$ cat src/rtl/lhs_sequencer_unused.sv
// Spare design file, holds no logic

$ cat src/shared/lhs_pkg.sv
// Constants and types shared by the home-search sequencer blocks
package lhs_pkg;
  // ============
  // Timing
  localparam int unsigned LHS_CLK_HZ       = 50_000_000;
  localparam int unsigned LHS_CLK_MHZ      = LHS_CLK_HZ / 1_000_000;
  localparam int unsigned LHS_ACC_TICK_US  = 1000;
  localparam int unsigned LHS_ACC_TICK_CYC = LHS_CLK_MHZ * LHS_ACC_TICK_US;
  localparam int unsigned LHS_DCC_WIDTH_US = 10;
  localparam int unsigned LHS_DCC_CYC      = LHS_CLK_MHZ * LHS_DCC_WIDTH_US;
  // ============
  // Widths
  localparam int LHS_SPD_W  = 16;
  localparam int LHS_MULT_W = 8;
  localparam int LHS_PPS_W  = 32;
  localparam int LHS_CNT_W  = 24;
  localparam int LHS_POS_W  = 32;
  localparam int LHS_SLOTS  = 64;
  localparam int LHS_SLOT_W = 6;
  localparam int LHS_PROG_W = 32;
  localparam int LHS_STEPS  = 4;
  localparam int LHS_TICK_W = 20;
  // ============
  // Step numbers and synchronised input positions
  localparam logic [1:0] LHS_STEP_FAST   = 2'h0;
  localparam logic [1:0] LHS_STEP_HOME   = 2'h1;
  localparam logic [1:0] LHS_STEP_INDEX  = 2'h2;
  localparam logic [1:0] LHS_STEP_OFFSET = 2'h3;
  localparam int LHS_IN_LMT_MINUS = 0;
  localparam int LHS_IN_LMT_PLUS  = 1;
  localparam int LHS_IN_NEAR      = 2;
  localparam int LHS_IN_HOME      = 3;
  localparam int LHS_IN_INDEX     = 4;
  localparam int LHS_IN_N         = 5;
  // ============
  // Sequencer states
  typedef enum logic [7:0] {
    LHS_IDLE  = 8'h01,
    LHS_PICK  = 8'h02,
    LHS_MOVE  = 8'h04,
    LHS_WSTOP = 8'h08,
    LHS_ESC   = 8'h10,
    LHS_ESCW  = 8'h20,
    LHS_CLEAR = 8'h40,
    LHS_FIN   = 8'h80
  } lhs_state_t;
endpackage : lhs_pkg

$ cat src/shared/lhs_drv_if.sv
// Command link between the sequencer and the pulse generator
`timescale 1ns/1ns
`default_nettype none
interface lhs_drv_if;
  import lhs_pkg::*;
  logic                 go;
  logic                 ramp;
  logic                 count_en;
  logic                 stop_slow;
  logic                 stop_now;
  logic                 busy;
  logic                 pulse;
  logic [LHS_PPS_W-1:0] target_pps;
  logic [LHS_PPS_W-1:0] start_pps;
  logic [LHS_PPS_W-1:0] accel_pps;
  logic [LHS_CNT_W-1:0] count;
  modport seq (output go, ramp, count_en, stop_slow, stop_now, target_pps,
               start_pps, accel_pps, count, input busy, pulse);
  modport gen (input go, ramp, count_en, stop_slow, stop_now, target_pps,
               start_pps, accel_pps, count, output busy, pulse);
endinterface : lhs_drv_if
`default_nettype wire

$ cat src/rtl/lhs_pulse_gen.sv
// Trapezoidal step pulse generator
`timescale 1ns/1ns
`default_nettype none
module lhs_pulse_gen #(
  parameter int unsigned ACC_TICK_CYC = lhs_pkg::LHS_ACC_TICK_CYC
) (
  input  wire logic mclk,
  input  wire logic reset,
  lhs_drv_if.gen    drv
);
  import lhs_pkg::*;

  localparam logic [LHS_PPS_W-1:0]  CLK_PPS  = LHS_PPS_W'(LHS_CLK_HZ);
  localparam logic [LHS_TICK_W-1:0] TICK_TOP = LHS_TICK_W'(ACC_TICK_CYC - 1);

  logic [LHS_PPS_W-1:0]  speed_q;
  logic [LHS_PPS_W-1:0]  phase_q;
  logic [LHS_CNT_W-1:0]  remain_q;
  logic [LHS_CNT_W-1:0]  ramp_cnt_q;
  logic [LHS_TICK_W-1:0] tick_q;
  logic                  busy_q;
  logic                  dec_q;
  logic                  ramp_q;
  logic                  pulse_q;

  // ============
  // Rate decode
  wire [LHS_PPS_W:0] phase_sum = {1'b0, phase_q} + {1'b0, speed_q};
  wire fire      = busy_q && (phase_sum >= {1'b0, CLK_PPS});
  wire tick      = busy_q && (tick_q == TICK_TOP);
  wire accel_ok  = !dec_q && (speed_q < drv.target_pps);
  wire near_end  = drv.count_en && (remain_q <= ramp_cnt_q);
  wire count_end = drv.count_en && (remain_q == '0);
  wire floor_hit = speed_q <= (drv.start_pps + drv.accel_pps);
  wire [LHS_PPS_W-1:0] speed_up = drv.target_pps - speed_q > drv.accel_pps
                                  ? speed_q + drv.accel_pps : drv.target_pps;

  assign drv.busy  = busy_q;
  assign drv.pulse = pulse_q;

  // ============
  // Motion
  always_ff @(posedge mclk or posedge reset) begin
    if (reset) begin
      speed_q    <= '0;
      phase_q    <= '0;
      remain_q   <= '0;
      ramp_cnt_q <= '0;
      tick_q     <= '0;
      busy_q     <= 1'b0;
      dec_q      <= 1'b0;
      ramp_q     <= 1'b0;
      pulse_q    <= 1'b0;
    end else if (!busy_q) begin
      pulse_q <= 1'b0;
      if (drv.go) begin
        busy_q     <= 1'b1;
        ramp_q     <= drv.ramp;
        speed_q    <= drv.ramp ? drv.start_pps : drv.target_pps;
        phase_q    <= '0;
        remain_q   <= drv.count;
        ramp_cnt_q <= '0;
        tick_q     <= '0;
        dec_q      <= 1'b0;
      end
    end else begin
      pulse_q <= fire;
      tick_q  <= tick ? '0 : tick_q + 1'b1;
      if (fire) begin
        phase_q <= LHS_PPS_W'(phase_sum - {1'b0, CLK_PPS});
        if (drv.count_en)
          remain_q <= remain_q - 1'b1;
        if (accel_ok)
          ramp_cnt_q <= ramp_cnt_q + 1'b1;
      end else begin
        phase_q <= LHS_PPS_W'(phase_sum);
      end
      if (drv.stop_now || count_end || (drv.stop_slow && !ramp_q)) begin
        busy_q <= 1'b0;
      end else if (drv.stop_slow || (near_end && ramp_q)) begin
        dec_q <= 1'b1;
      end
      if (tick && ramp_q) begin
        if (dec_q) begin
          if (floor_hit && !drv.count_en)
            busy_q <= 1'b0;
          else if (!floor_hit)
            speed_q <= speed_q - drv.accel_pps;
        end else if (accel_ok) begin
          speed_q <= speed_up;
        end
      end
    end
  end
endmodule : lhs_pulse_gen
`default_nettype wire

$ cat src/rtl/lhs_sequencer.sv
// Limit-based home-search sequencer with stored program slots
//
// Functional notes
// - Limit with slow stop mode selected decelerates and stops the fast step; the offset step slows but runs out its count; slow-speed moves stop at once.
// - Limit inputs count as active only while matching the chosen level.
// - High search speed is the speed value times the multiplier.
// - Every trapezoidal move begins at the start speed.
// - Offset step outputs the configured pulse count.
// - Near-home and home inputs each have their own active level.
// - Four steps each have enable and direction; disabled steps skip.
// - Position clear zeroes the position counter after the sequence.
// - Sixty-four program slots are stored per axis.
// - A program may start from any slot.
// - Host, parallel port or remote box may start a program.
// - Step one runs fast to the stop signal then decelerates.
// - Stop signal already active at start skips step one.
// - Step two escapes until clear, then searches slowly and stops.
`timescale 1ns/1ns
`default_nettype none
module lhs_sequencer #(
  parameter int unsigned ACC_TICK_CYC = lhs_pkg::LHS_ACC_TICK_CYC
) (
  input  wire logic                            mclk,
  input  wire logic                            reset,
  input  wire logic                            home_start,
  input  wire logic                            limit_slow_stop,
  input  wire logic                            limit_active_level,
  input  wire logic                            near_home_level,
  input  wire logic                            home_level,
  input  wire logic                            index_level,
  input  wire logic [lhs_pkg::LHS_STEPS-1:0]   step_enable,
  input  wire logic [lhs_pkg::LHS_STEPS-1:0]   step_dir_plus,
  input  wire logic                            position_clear_en,
  input  wire logic                            use_limit,
  input  wire logic                            dcc_enable,
  input  wire logic                            dcc_level,
  input  wire logic [lhs_pkg::LHS_MULT_W-1:0]  speed_mult,
  input  wire logic [lhs_pkg::LHS_SPD_W-1:0]   start_speed,
  input  wire logic [lhs_pkg::LHS_SPD_W-1:0]   low_speed,
  input  wire logic [lhs_pkg::LHS_SPD_W-1:0]   high_speed,
  input  wire logic [lhs_pkg::LHS_SPD_W-1:0]   accel_rate,
  input  wire logic [lhs_pkg::LHS_CNT_W-1:0]   offset_pulses,
  input  wire logic                            travel_limit_minus_input,
  input  wire logic                            travel_limit_plus_input,
  input  wire logic                            near_home_input,
  input  wire logic                            home_input,
  input  wire logic                            index_pulse_input,
  output logic                                 pulse_out,
  output logic                                 dir_plus_out,
  output logic                                 deviation_clear_output,
  output logic                                 home_busy,
  output logic                                 home_done,
  output logic [lhs_pkg::LHS_POS_W-1:0]        position,
  input  wire logic                            slot_wr_en,
  input  wire logic [lhs_pkg::LHS_SLOT_W-1:0]  slot_wr_addr,
  input  wire logic [lhs_pkg::LHS_PROG_W-1:0]  slot_wr_data,
  input  wire logic                            run_host,
  input  wire logic                            run_parallel,
  input  wire logic                            run_remote,
  input  wire logic [lhs_pkg::LHS_SLOT_W-1:0]  run_slot_host,
  input  wire logic [lhs_pkg::LHS_SLOT_W-1:0]  run_slot_parallel,
  input  wire logic [lhs_pkg::LHS_SLOT_W-1:0]  run_slot_remote,
  input  wire logic                            prog_advance,
  input  wire logic                            prog_stop,
  output logic                                 prog_running,
  output logic [lhs_pkg::LHS_SLOT_W-1:0]       prog_slot,
  output logic [lhs_pkg::LHS_PROG_W-1:0]       prog_word
);
  import lhs_pkg::*;

  localparam logic [9:0] DCC_TOP = 10'(LHS_DCC_CYC);

  function automatic logic lim_dir(input logic dp, input logic mi,
                                   input logic pl);
    lim_dir = dp ? pl : mi;
  endfunction : lim_dir

  lhs_drv_if drv ();

  lhs_pulse_gen #(.ACC_TICK_CYC(ACC_TICK_CYC)) u_gen (
    .mclk  (mclk),
    .reset (reset),
    .drv   (drv)
  );

  // ============
  // Input synchronisers
  logic [LHS_IN_N-1:0] meta_q;
  logic [LHS_IN_N-1:0] sync_q;
  wire  [LHS_IN_N-1:0] pins = {index_pulse_input, home_input,
                               near_home_input, travel_limit_plus_input,
                               travel_limit_minus_input};

  always_ff @(posedge mclk or posedge reset) begin
    if (reset) begin
      meta_q <= '0;
      sync_q <= '0;
    end else begin
      meta_q <= pins;
      sync_q <= meta_q;
    end
  end

  // ============
  // Active-level and stop decode
  wire lim_mi = sync_q[LHS_IN_LMT_MINUS] == limit_active_level;
  wire lim_pl = sync_q[LHS_IN_LMT_PLUS] == limit_active_level;
  wire near_a = sync_q[LHS_IN_NEAR] == near_home_level;
  wire home_a = sync_q[LHS_IN_HOME] == home_level;
  wire idx_a  = sync_q[LHS_IN_INDEX] == index_level;

  lhs_state_t           state_q;
  logic [1:0]           step_q;
  logic                 dir_q;
  logic                 go_q;
  logic                 stop_slow_q;
  logic                 stop_now_q;
  logic                 ramp_q;
  logic                 cnt_en_q;
  logic [LHS_PPS_W-1:0] tgt_q;
  logic                 done_q;
  logic                 dcc_q;
  logic [9:0]           dcc_cnt_q;
  logic [LHS_POS_W-1:0] pos_q;

  wire       srch_dir = step_dir_plus[step_q];
  wire       lim_srch = lim_dir(srch_dir, lim_mi, lim_pl);
  wire       lim_fwd  = lim_dir(dir_q, lim_mi, lim_pl);
  wire       cond     = (step_q == LHS_STEP_FAST)  ? (use_limit ? lim_srch
                                                               : near_a) :
                        (step_q == LHS_STEP_HOME)  ? (use_limit ? lim_srch
                                                               : home_a) :
                        (step_q == LHS_STEP_INDEX) ? idx_a : 1'b0;
  wire       moving   = drv.busy || go_q;
  wire       fast_hit = (step_q == LHS_STEP_FAST) && cond;
  wire       slow_req = fast_hit || (lim_fwd && limit_slow_stop);
  wire       last     = step_q == LHS_STEP_OFFSET;

  wire [LHS_PPS_W-1:0] mult = LHS_PPS_W'(speed_mult);
  wire [LHS_PPS_W-1:0] hi_pps = LHS_PPS_W'(high_speed) * mult;
  wire [LHS_PPS_W-1:0] lo_pps = LHS_PPS_W'(low_speed) * mult;

  assign drv.go         = go_q;
  assign drv.ramp       = ramp_q;
  assign drv.count_en   = cnt_en_q;
  assign drv.stop_slow  = stop_slow_q;
  assign drv.stop_now   = stop_now_q;
  assign drv.target_pps = tgt_q;
  assign drv.start_pps  = LHS_PPS_W'(start_speed) * mult;
  assign drv.accel_pps  = LHS_PPS_W'(accel_rate) * mult;
  assign drv.count      = offset_pulses;

  assign pulse_out              = drv.pulse;
  assign dir_plus_out           = dir_q;
  assign deviation_clear_output = dcc_q ? dcc_level : !dcc_level;
  assign home_busy              = state_q != LHS_IDLE;
  assign home_done              = done_q;
  assign position               = pos_q;

  // ============
  // Home-search sequence
  always_ff @(posedge mclk or posedge reset) begin
    if (reset) begin
      state_q     <= LHS_IDLE;
      step_q      <= LHS_STEP_FAST;
      dir_q       <= 1'b0;
      go_q        <= 1'b0;
      stop_slow_q <= 1'b0;
      stop_now_q  <= 1'b0;
      ramp_q      <= 1'b0;
      cnt_en_q    <= 1'b0;
      tgt_q       <= '0;
      done_q      <= 1'b0;
      dcc_q       <= 1'b0;
      dcc_cnt_q   <= '0;
    end else begin
      go_q        <= 1'b0;
      stop_slow_q <= 1'b0;
      stop_now_q  <= 1'b0;
      done_q      <= 1'b0;
      unique case (state_q)
        LHS_IDLE: begin
          step_q <= LHS_STEP_FAST;
          if (home_start)
            state_q <= LHS_PICK;
        end
        LHS_PICK: begin
          dir_q    <= srch_dir;
          cnt_en_q <= last;
          if (!step_enable[step_q] ||
              (step_q == LHS_STEP_FAST && cond)) begin
            step_q  <= step_q + 2'h1;
            state_q <= last ? LHS_CLEAR : LHS_PICK;
          end else if (step_q == LHS_STEP_HOME && cond) begin
            dir_q   <= !srch_dir;
            ramp_q  <= 1'b0;
            tgt_q   <= lo_pps;
            go_q    <= 1'b1;
            state_q <= LHS_ESC;
          end else begin
            ramp_q  <= step_q == LHS_STEP_FAST || last;
            tgt_q   <= (step_q == LHS_STEP_FAST || last) ? hi_pps : lo_pps;
            go_q    <= 1'b1;
            state_q <= LHS_MOVE;
          end
        end
        LHS_MOVE: begin
          if (!moving) begin
            state_q <= LHS_WSTOP;
          end else if (cond || lim_fwd) begin
            stop_slow_q <= slow_req;
            stop_now_q  <= !slow_req;
            state_q     <= LHS_WSTOP;
          end
        end
        LHS_WSTOP: begin
          if (!moving && !stop_slow_q && !stop_now_q) begin
            step_q  <= step_q + 2'h1;
            state_q <= last ? LHS_CLEAR : LHS_PICK;
          end
        end
        LHS_ESC: begin
          if (!cond || lim_fwd || !moving) begin
            stop_now_q <= 1'b1;
            state_q    <= LHS_ESCW;
          end
        end
        LHS_ESCW: begin
          if (!moving && !stop_now_q) begin
            dir_q   <= srch_dir;
            go_q    <= 1'b1;
            state_q <= LHS_MOVE;
          end
        end
        LHS_CLEAR: begin
          dcc_q     <= dcc_enable;
          dcc_cnt_q <= DCC_TOP;
          state_q   <= LHS_FIN;
        end
        LHS_FIN: begin
          dcc_cnt_q <= dcc_cnt_q - 10'h001;
          if (dcc_cnt_q == 10'h001 || !dcc_q) begin
            dcc_q   <= 1'b0;
            done_q  <= 1'b1;
            state_q <= LHS_IDLE;
          end
        end
      endcase
    end
  end

  // ============
  // Position counter
  always_ff @(posedge mclk or posedge reset) begin
    if (reset)
      pos_q <= '0;
    else if (state_q == LHS_CLEAR && position_clear_en)
      pos_q <= '0;
    else if (drv.pulse)
      pos_q <= dir_q ? pos_q + 1'b1 : pos_q - 1'b1;
  end

  // ============
  // Program slots
  logic [LHS_PROG_W-1:0] slot_mem_q [LHS_SLOTS];
  logic                  run_q;
  logic [LHS_SLOT_W-1:0] pc_q;
  logic [LHS_PROG_W-1:0] word_q;

  wire                  run_any  = run_host || run_parallel || run_remote;
  wire [LHS_SLOT_W-1:0] run_slot = run_host     ? run_slot_host :
                                   run_parallel ? run_slot_parallel :
                                                  run_slot_remote;
  wire [LHS_SLOT_W-1:0] pc_next  = run_any ? run_slot :
                                   (run_q && prog_advance) ? pc_q + 1'b1
                                                           : pc_q;

  always_ff @(posedge mclk) begin
    if (slot_wr_en)
      slot_mem_q[slot_wr_addr] <= slot_wr_data;
  end

  always_ff @(posedge mclk or posedge reset) begin
    if (reset) begin
      run_q  <= 1'b0;
      pc_q   <= '0;
      word_q <= '0;
    end else begin
      run_q  <= run_any || (run_q && !prog_stop);
      pc_q   <= pc_next;
      word_q <= slot_mem_q[pc_next];
    end
  end

  assign prog_running = run_q;
  assign prog_slot    = pc_q;
  assign prog_word    = word_q;
endmodule : lhs_sequencer
`default_nettype wire

$ cat config.mk
export PLATFORM = sky130hd
export DESIGN_NAME = lhs_sequencer
export DESIGN_NICKNAME = d
export VERILOG_FILES = /design/src/rtl/lhs_sequencer_unused.sv /design/src/shared/lhs_pkg.sv /design/src/shared/lhs_drv_if.sv /design/src/rtl/lhs_pulse_gen.sv /design/src/rtl/lhs_sequencer.sv
export SDC_FILE = /design/constraint.sdc
export NUM_CORES = 2
export LEC_CHECK = 0
export BUFFER_PORTS_ARGS = -buffer_cell sky130_fd_sc_hd__buf_4
export CAP_MARGIN = 40
export CORE_MARGIN = 2
export CORE_UTILIZATION = 45
export CTS_BUF_LIST = sky130_fd_sc_hd__clkbuf_8
export CTS_CLUSTER_SIZE = 14
export DETAILED_ROUTE_END_ITERATION = 10
export PLACE_DENSITY = 0.65
export SLEW_MARGIN = 20
export SYNTH_ARGS = -nofsm -noshare
export SYNTH_HDL_FRONTEND = slang
export SYNTH_SLANG_ARGS = --single-unit
$ cat constraint.sdc
create_clock -name mclk -period 14.1 [get_ports mclk]
set_input_delay 1.41 -clock mclk [delete_from_list [all_inputs] [get_ports mclk]]
set_output_delay 1.41 -clock mclk [all_outputs]
set_load 0.01 [all_outputs]
==> results.ini <==
[timing]
slew_headroom_pct=35.1
hold_violations=0
worst_slack_ns=3.43
rsz0062_at_grt=false
setup_viol=0
worst_slew_pin_slew_ns=0.968
fin_setup_tns_ns=0
fin_crit_sh_pct=75.7
maxSlewViolCount=0
min_period_ns=10.67
fmax_ghz=0.0937
finClkSkew_ns=0.0768

[final_layout]
area_delta_synth_final_pct=10.9
final_nets=11265
fin_area_um2=133000
drive_above_1_share_pct=9.51
utilization_pct=50.1

[critical_path]
end_kind=register
crit_type=primary input to register
cp-start-kind=primary input
slowest_stage=or3_1
cpPeakStageDelay_ns=0.71
crit_arrival_ns=11.41
crit_start=speed_mult[2]
r2r_start=u_gen.speed_q[1]
required_ns=14.84
crit_fanout=64
cp_common_cell=fa_1

[global_route]
track_usage_pct=23.5
grt_max_degree=177
grt_pass1_wl_mm=492
overflow=0
antenna_found_initial=28
grt_pass1_vias=81039

[clock_network]
insertion_delay_ns=0.99
cts.sinks=2317
cts_setup_buffers=0
cts_buffer_depth=4
cts_buffers=377
cts_resized=0
clkTransAtPathRegs_ns=0.06
cts_root_buf=clkbuf_8
cts_hold_buf=0
cts_tree=done
htree_levels=5

[synth]
synthCells=10177
avgSynthCellArea_um2=11.8
synth-edff-count=2048
syn-cell-area_um2=120000
synth_area_leaders=edfxtp_1, fa_1, dfrtp_1
yosysSeqAreaShare_pct=57.0
ys_types=93
synth_most_common_cell=edfxtp_1
netlist.area_leader.share_pct=51.4
yosys_warnings=0
ys.flop_type=edfxtp_1
yosysTopAreaCell=edfxtp_1
synthArstFlopShare_pct=11.6
postSynthNetCount=11104
yosys_register_bits=2317
synth_common_cells=edfxtp_1, nand2_1, and2_1

[floorplanning]
fp.dieArea_um2=270000
fp.dieW_um=520
initial_core_util_pct=45.2
num_rows=189
die_height_um=520
core-area_um2=265000
io_pins=259

[routing]
wl_per_cell_um=23.0
drt_iter0_markers=7346
via_count=83256
first_pass_iters=6
wl_mm=326
ant_nets=0
post-route-drc-count=0
vias_per_cell=5.88

[run_status]
status=finished, final reports clean

[placed_design]
io_buffers=258
dp_hpwl_mm=197
placed_area_um2=126000
pre_cts_slack_ns=2.62
routabilityCongestion=0.933

[power_and_ir_drop]
leakage_nw=48.3
vdd_drop_max_mv=0.275
power_density_nw_per_um2=206

[flow_run]
cap_violations=0

[min_path]
min_path_type=register to register
hp-start=meta_q[0]

==> routing by layer <==
metal	GRT usage [%]	up-vias	routed length, µm
met1	31.2	41894	134000
met2	39.3	3015	159000
met5	0	-	23
met4	8.85	4	12000
met3	2.94	666	20800
li1	-	37677	-
==> final timing paths <==
path,slack (ns),end,depth (start not counted)
max,3.43,u_gen.speed_q[18],36
min,0.35,sync_q[0],0
max reg2reg,7.48,u_gen.speed_q[16],24
min reg2reg,0.35,sync_q[0],0
max in group asynchronous,11.76,drv.target_pps[14],6
min in group asynchronous,0.59,prog_word[25],2
==> stage by stage <==
step | total power, mW | cells | hold WS, ns
finish | 27.4 | 14161 | 0.348
global route | 29.3 | 14157 | 0.357
CTS | 27.4 | 14134 | 0.355
detailed placement | 21.8 | 13479 | 0.338
global placement | 21.6 | 13467 | 0.338
floorplan | 18.2 | 10177 | 0.331
==> cells by family (layout without fill, tap and decap cells) <==
kind of cell,after synthesis,in the layout,synth area share (%)
adder cells (fa/ha/maj),749,749,9.97
multiplexers,87,87,0.776
buffers and inverters,1125,1562,3.54
AO/OA/AOI/OAI,2405,2405,13.9
XOR/XNOR,252,252,1.84
AND/OR/NAND/NOR,3242,3242,12.9
flip-flops,2317,2317,57.0
other,0,14,0
==> placed cells by master, fill, tap and decap left out, types with 268 or more instances in the layout <==
master    Yosys  layout
nor2_1      354     292
a31oi_1     285     285
fa_1        342     342
dfrtp_1     268     268
buf_4         0     385
a211oi_1    785     784
clkbuf_8      0     390
ha_1        402     402
and2_1      798     797
nand2_1    1483    1482
edfxtp_1   2048    2048
a21oi_1     435     432
a311oi_1    272     272
inv_1       488     606
==> critical path: cells and delay by family <==
kind	cells	cell delay [ns]
adders and majority gates	9	3.55
xor gates and xnor gates	2	0.44
AOI/OAI and AO/OA	12	2.92
and+or+nand+nor	8	1.81
buffers and inverters	5	1.17
==> final cells by class <==
| class | instances | area, µm² |
|---|---|---|
| Fill cell | 23009 | 132000 |
| Sequential cell | 2317 | 68200 |
| Multi-Input combinational cell | 6735 | 47700 |
| Clock buffer | 390 | 5370 |
| Tap cell | 3533 | 4420 |
| Timing Repair Buffer | 418 | 3520 |
| Inverter | 489 | 1860 |
| Clock inverter | 265 | 1560 |
| Antenna cell | 14 | 35.0 |
==> where the power goes <==
| group | total, mW | switching, mW | internal, mW |
|---|---|---|---|
| combinational | 13.6 | 8.10 | 5.54 |
| clock | 5.49 | 2.67 | 2.82 |
| sequential | 8.25 | 0.429 | 7.82 |
==> sequential cells by signal (all words and copies together), names as in the netlist, 2 cells and up <==
register,cells
u_gen.speed_q,32
prog_word,32
prog_slot,6
u_gen.phase_q,32
u_gen.ramp_cnt_q,24
drv.target_pps,24
slot_mem_q,2048
position,32
sync_q,5
step_q,2
u_gen.tick_q,20
dcc_cnt_q,10
state_q,8
meta_q,5
u_gen.remain_q,24
Power figures use the tool's default switching activity.
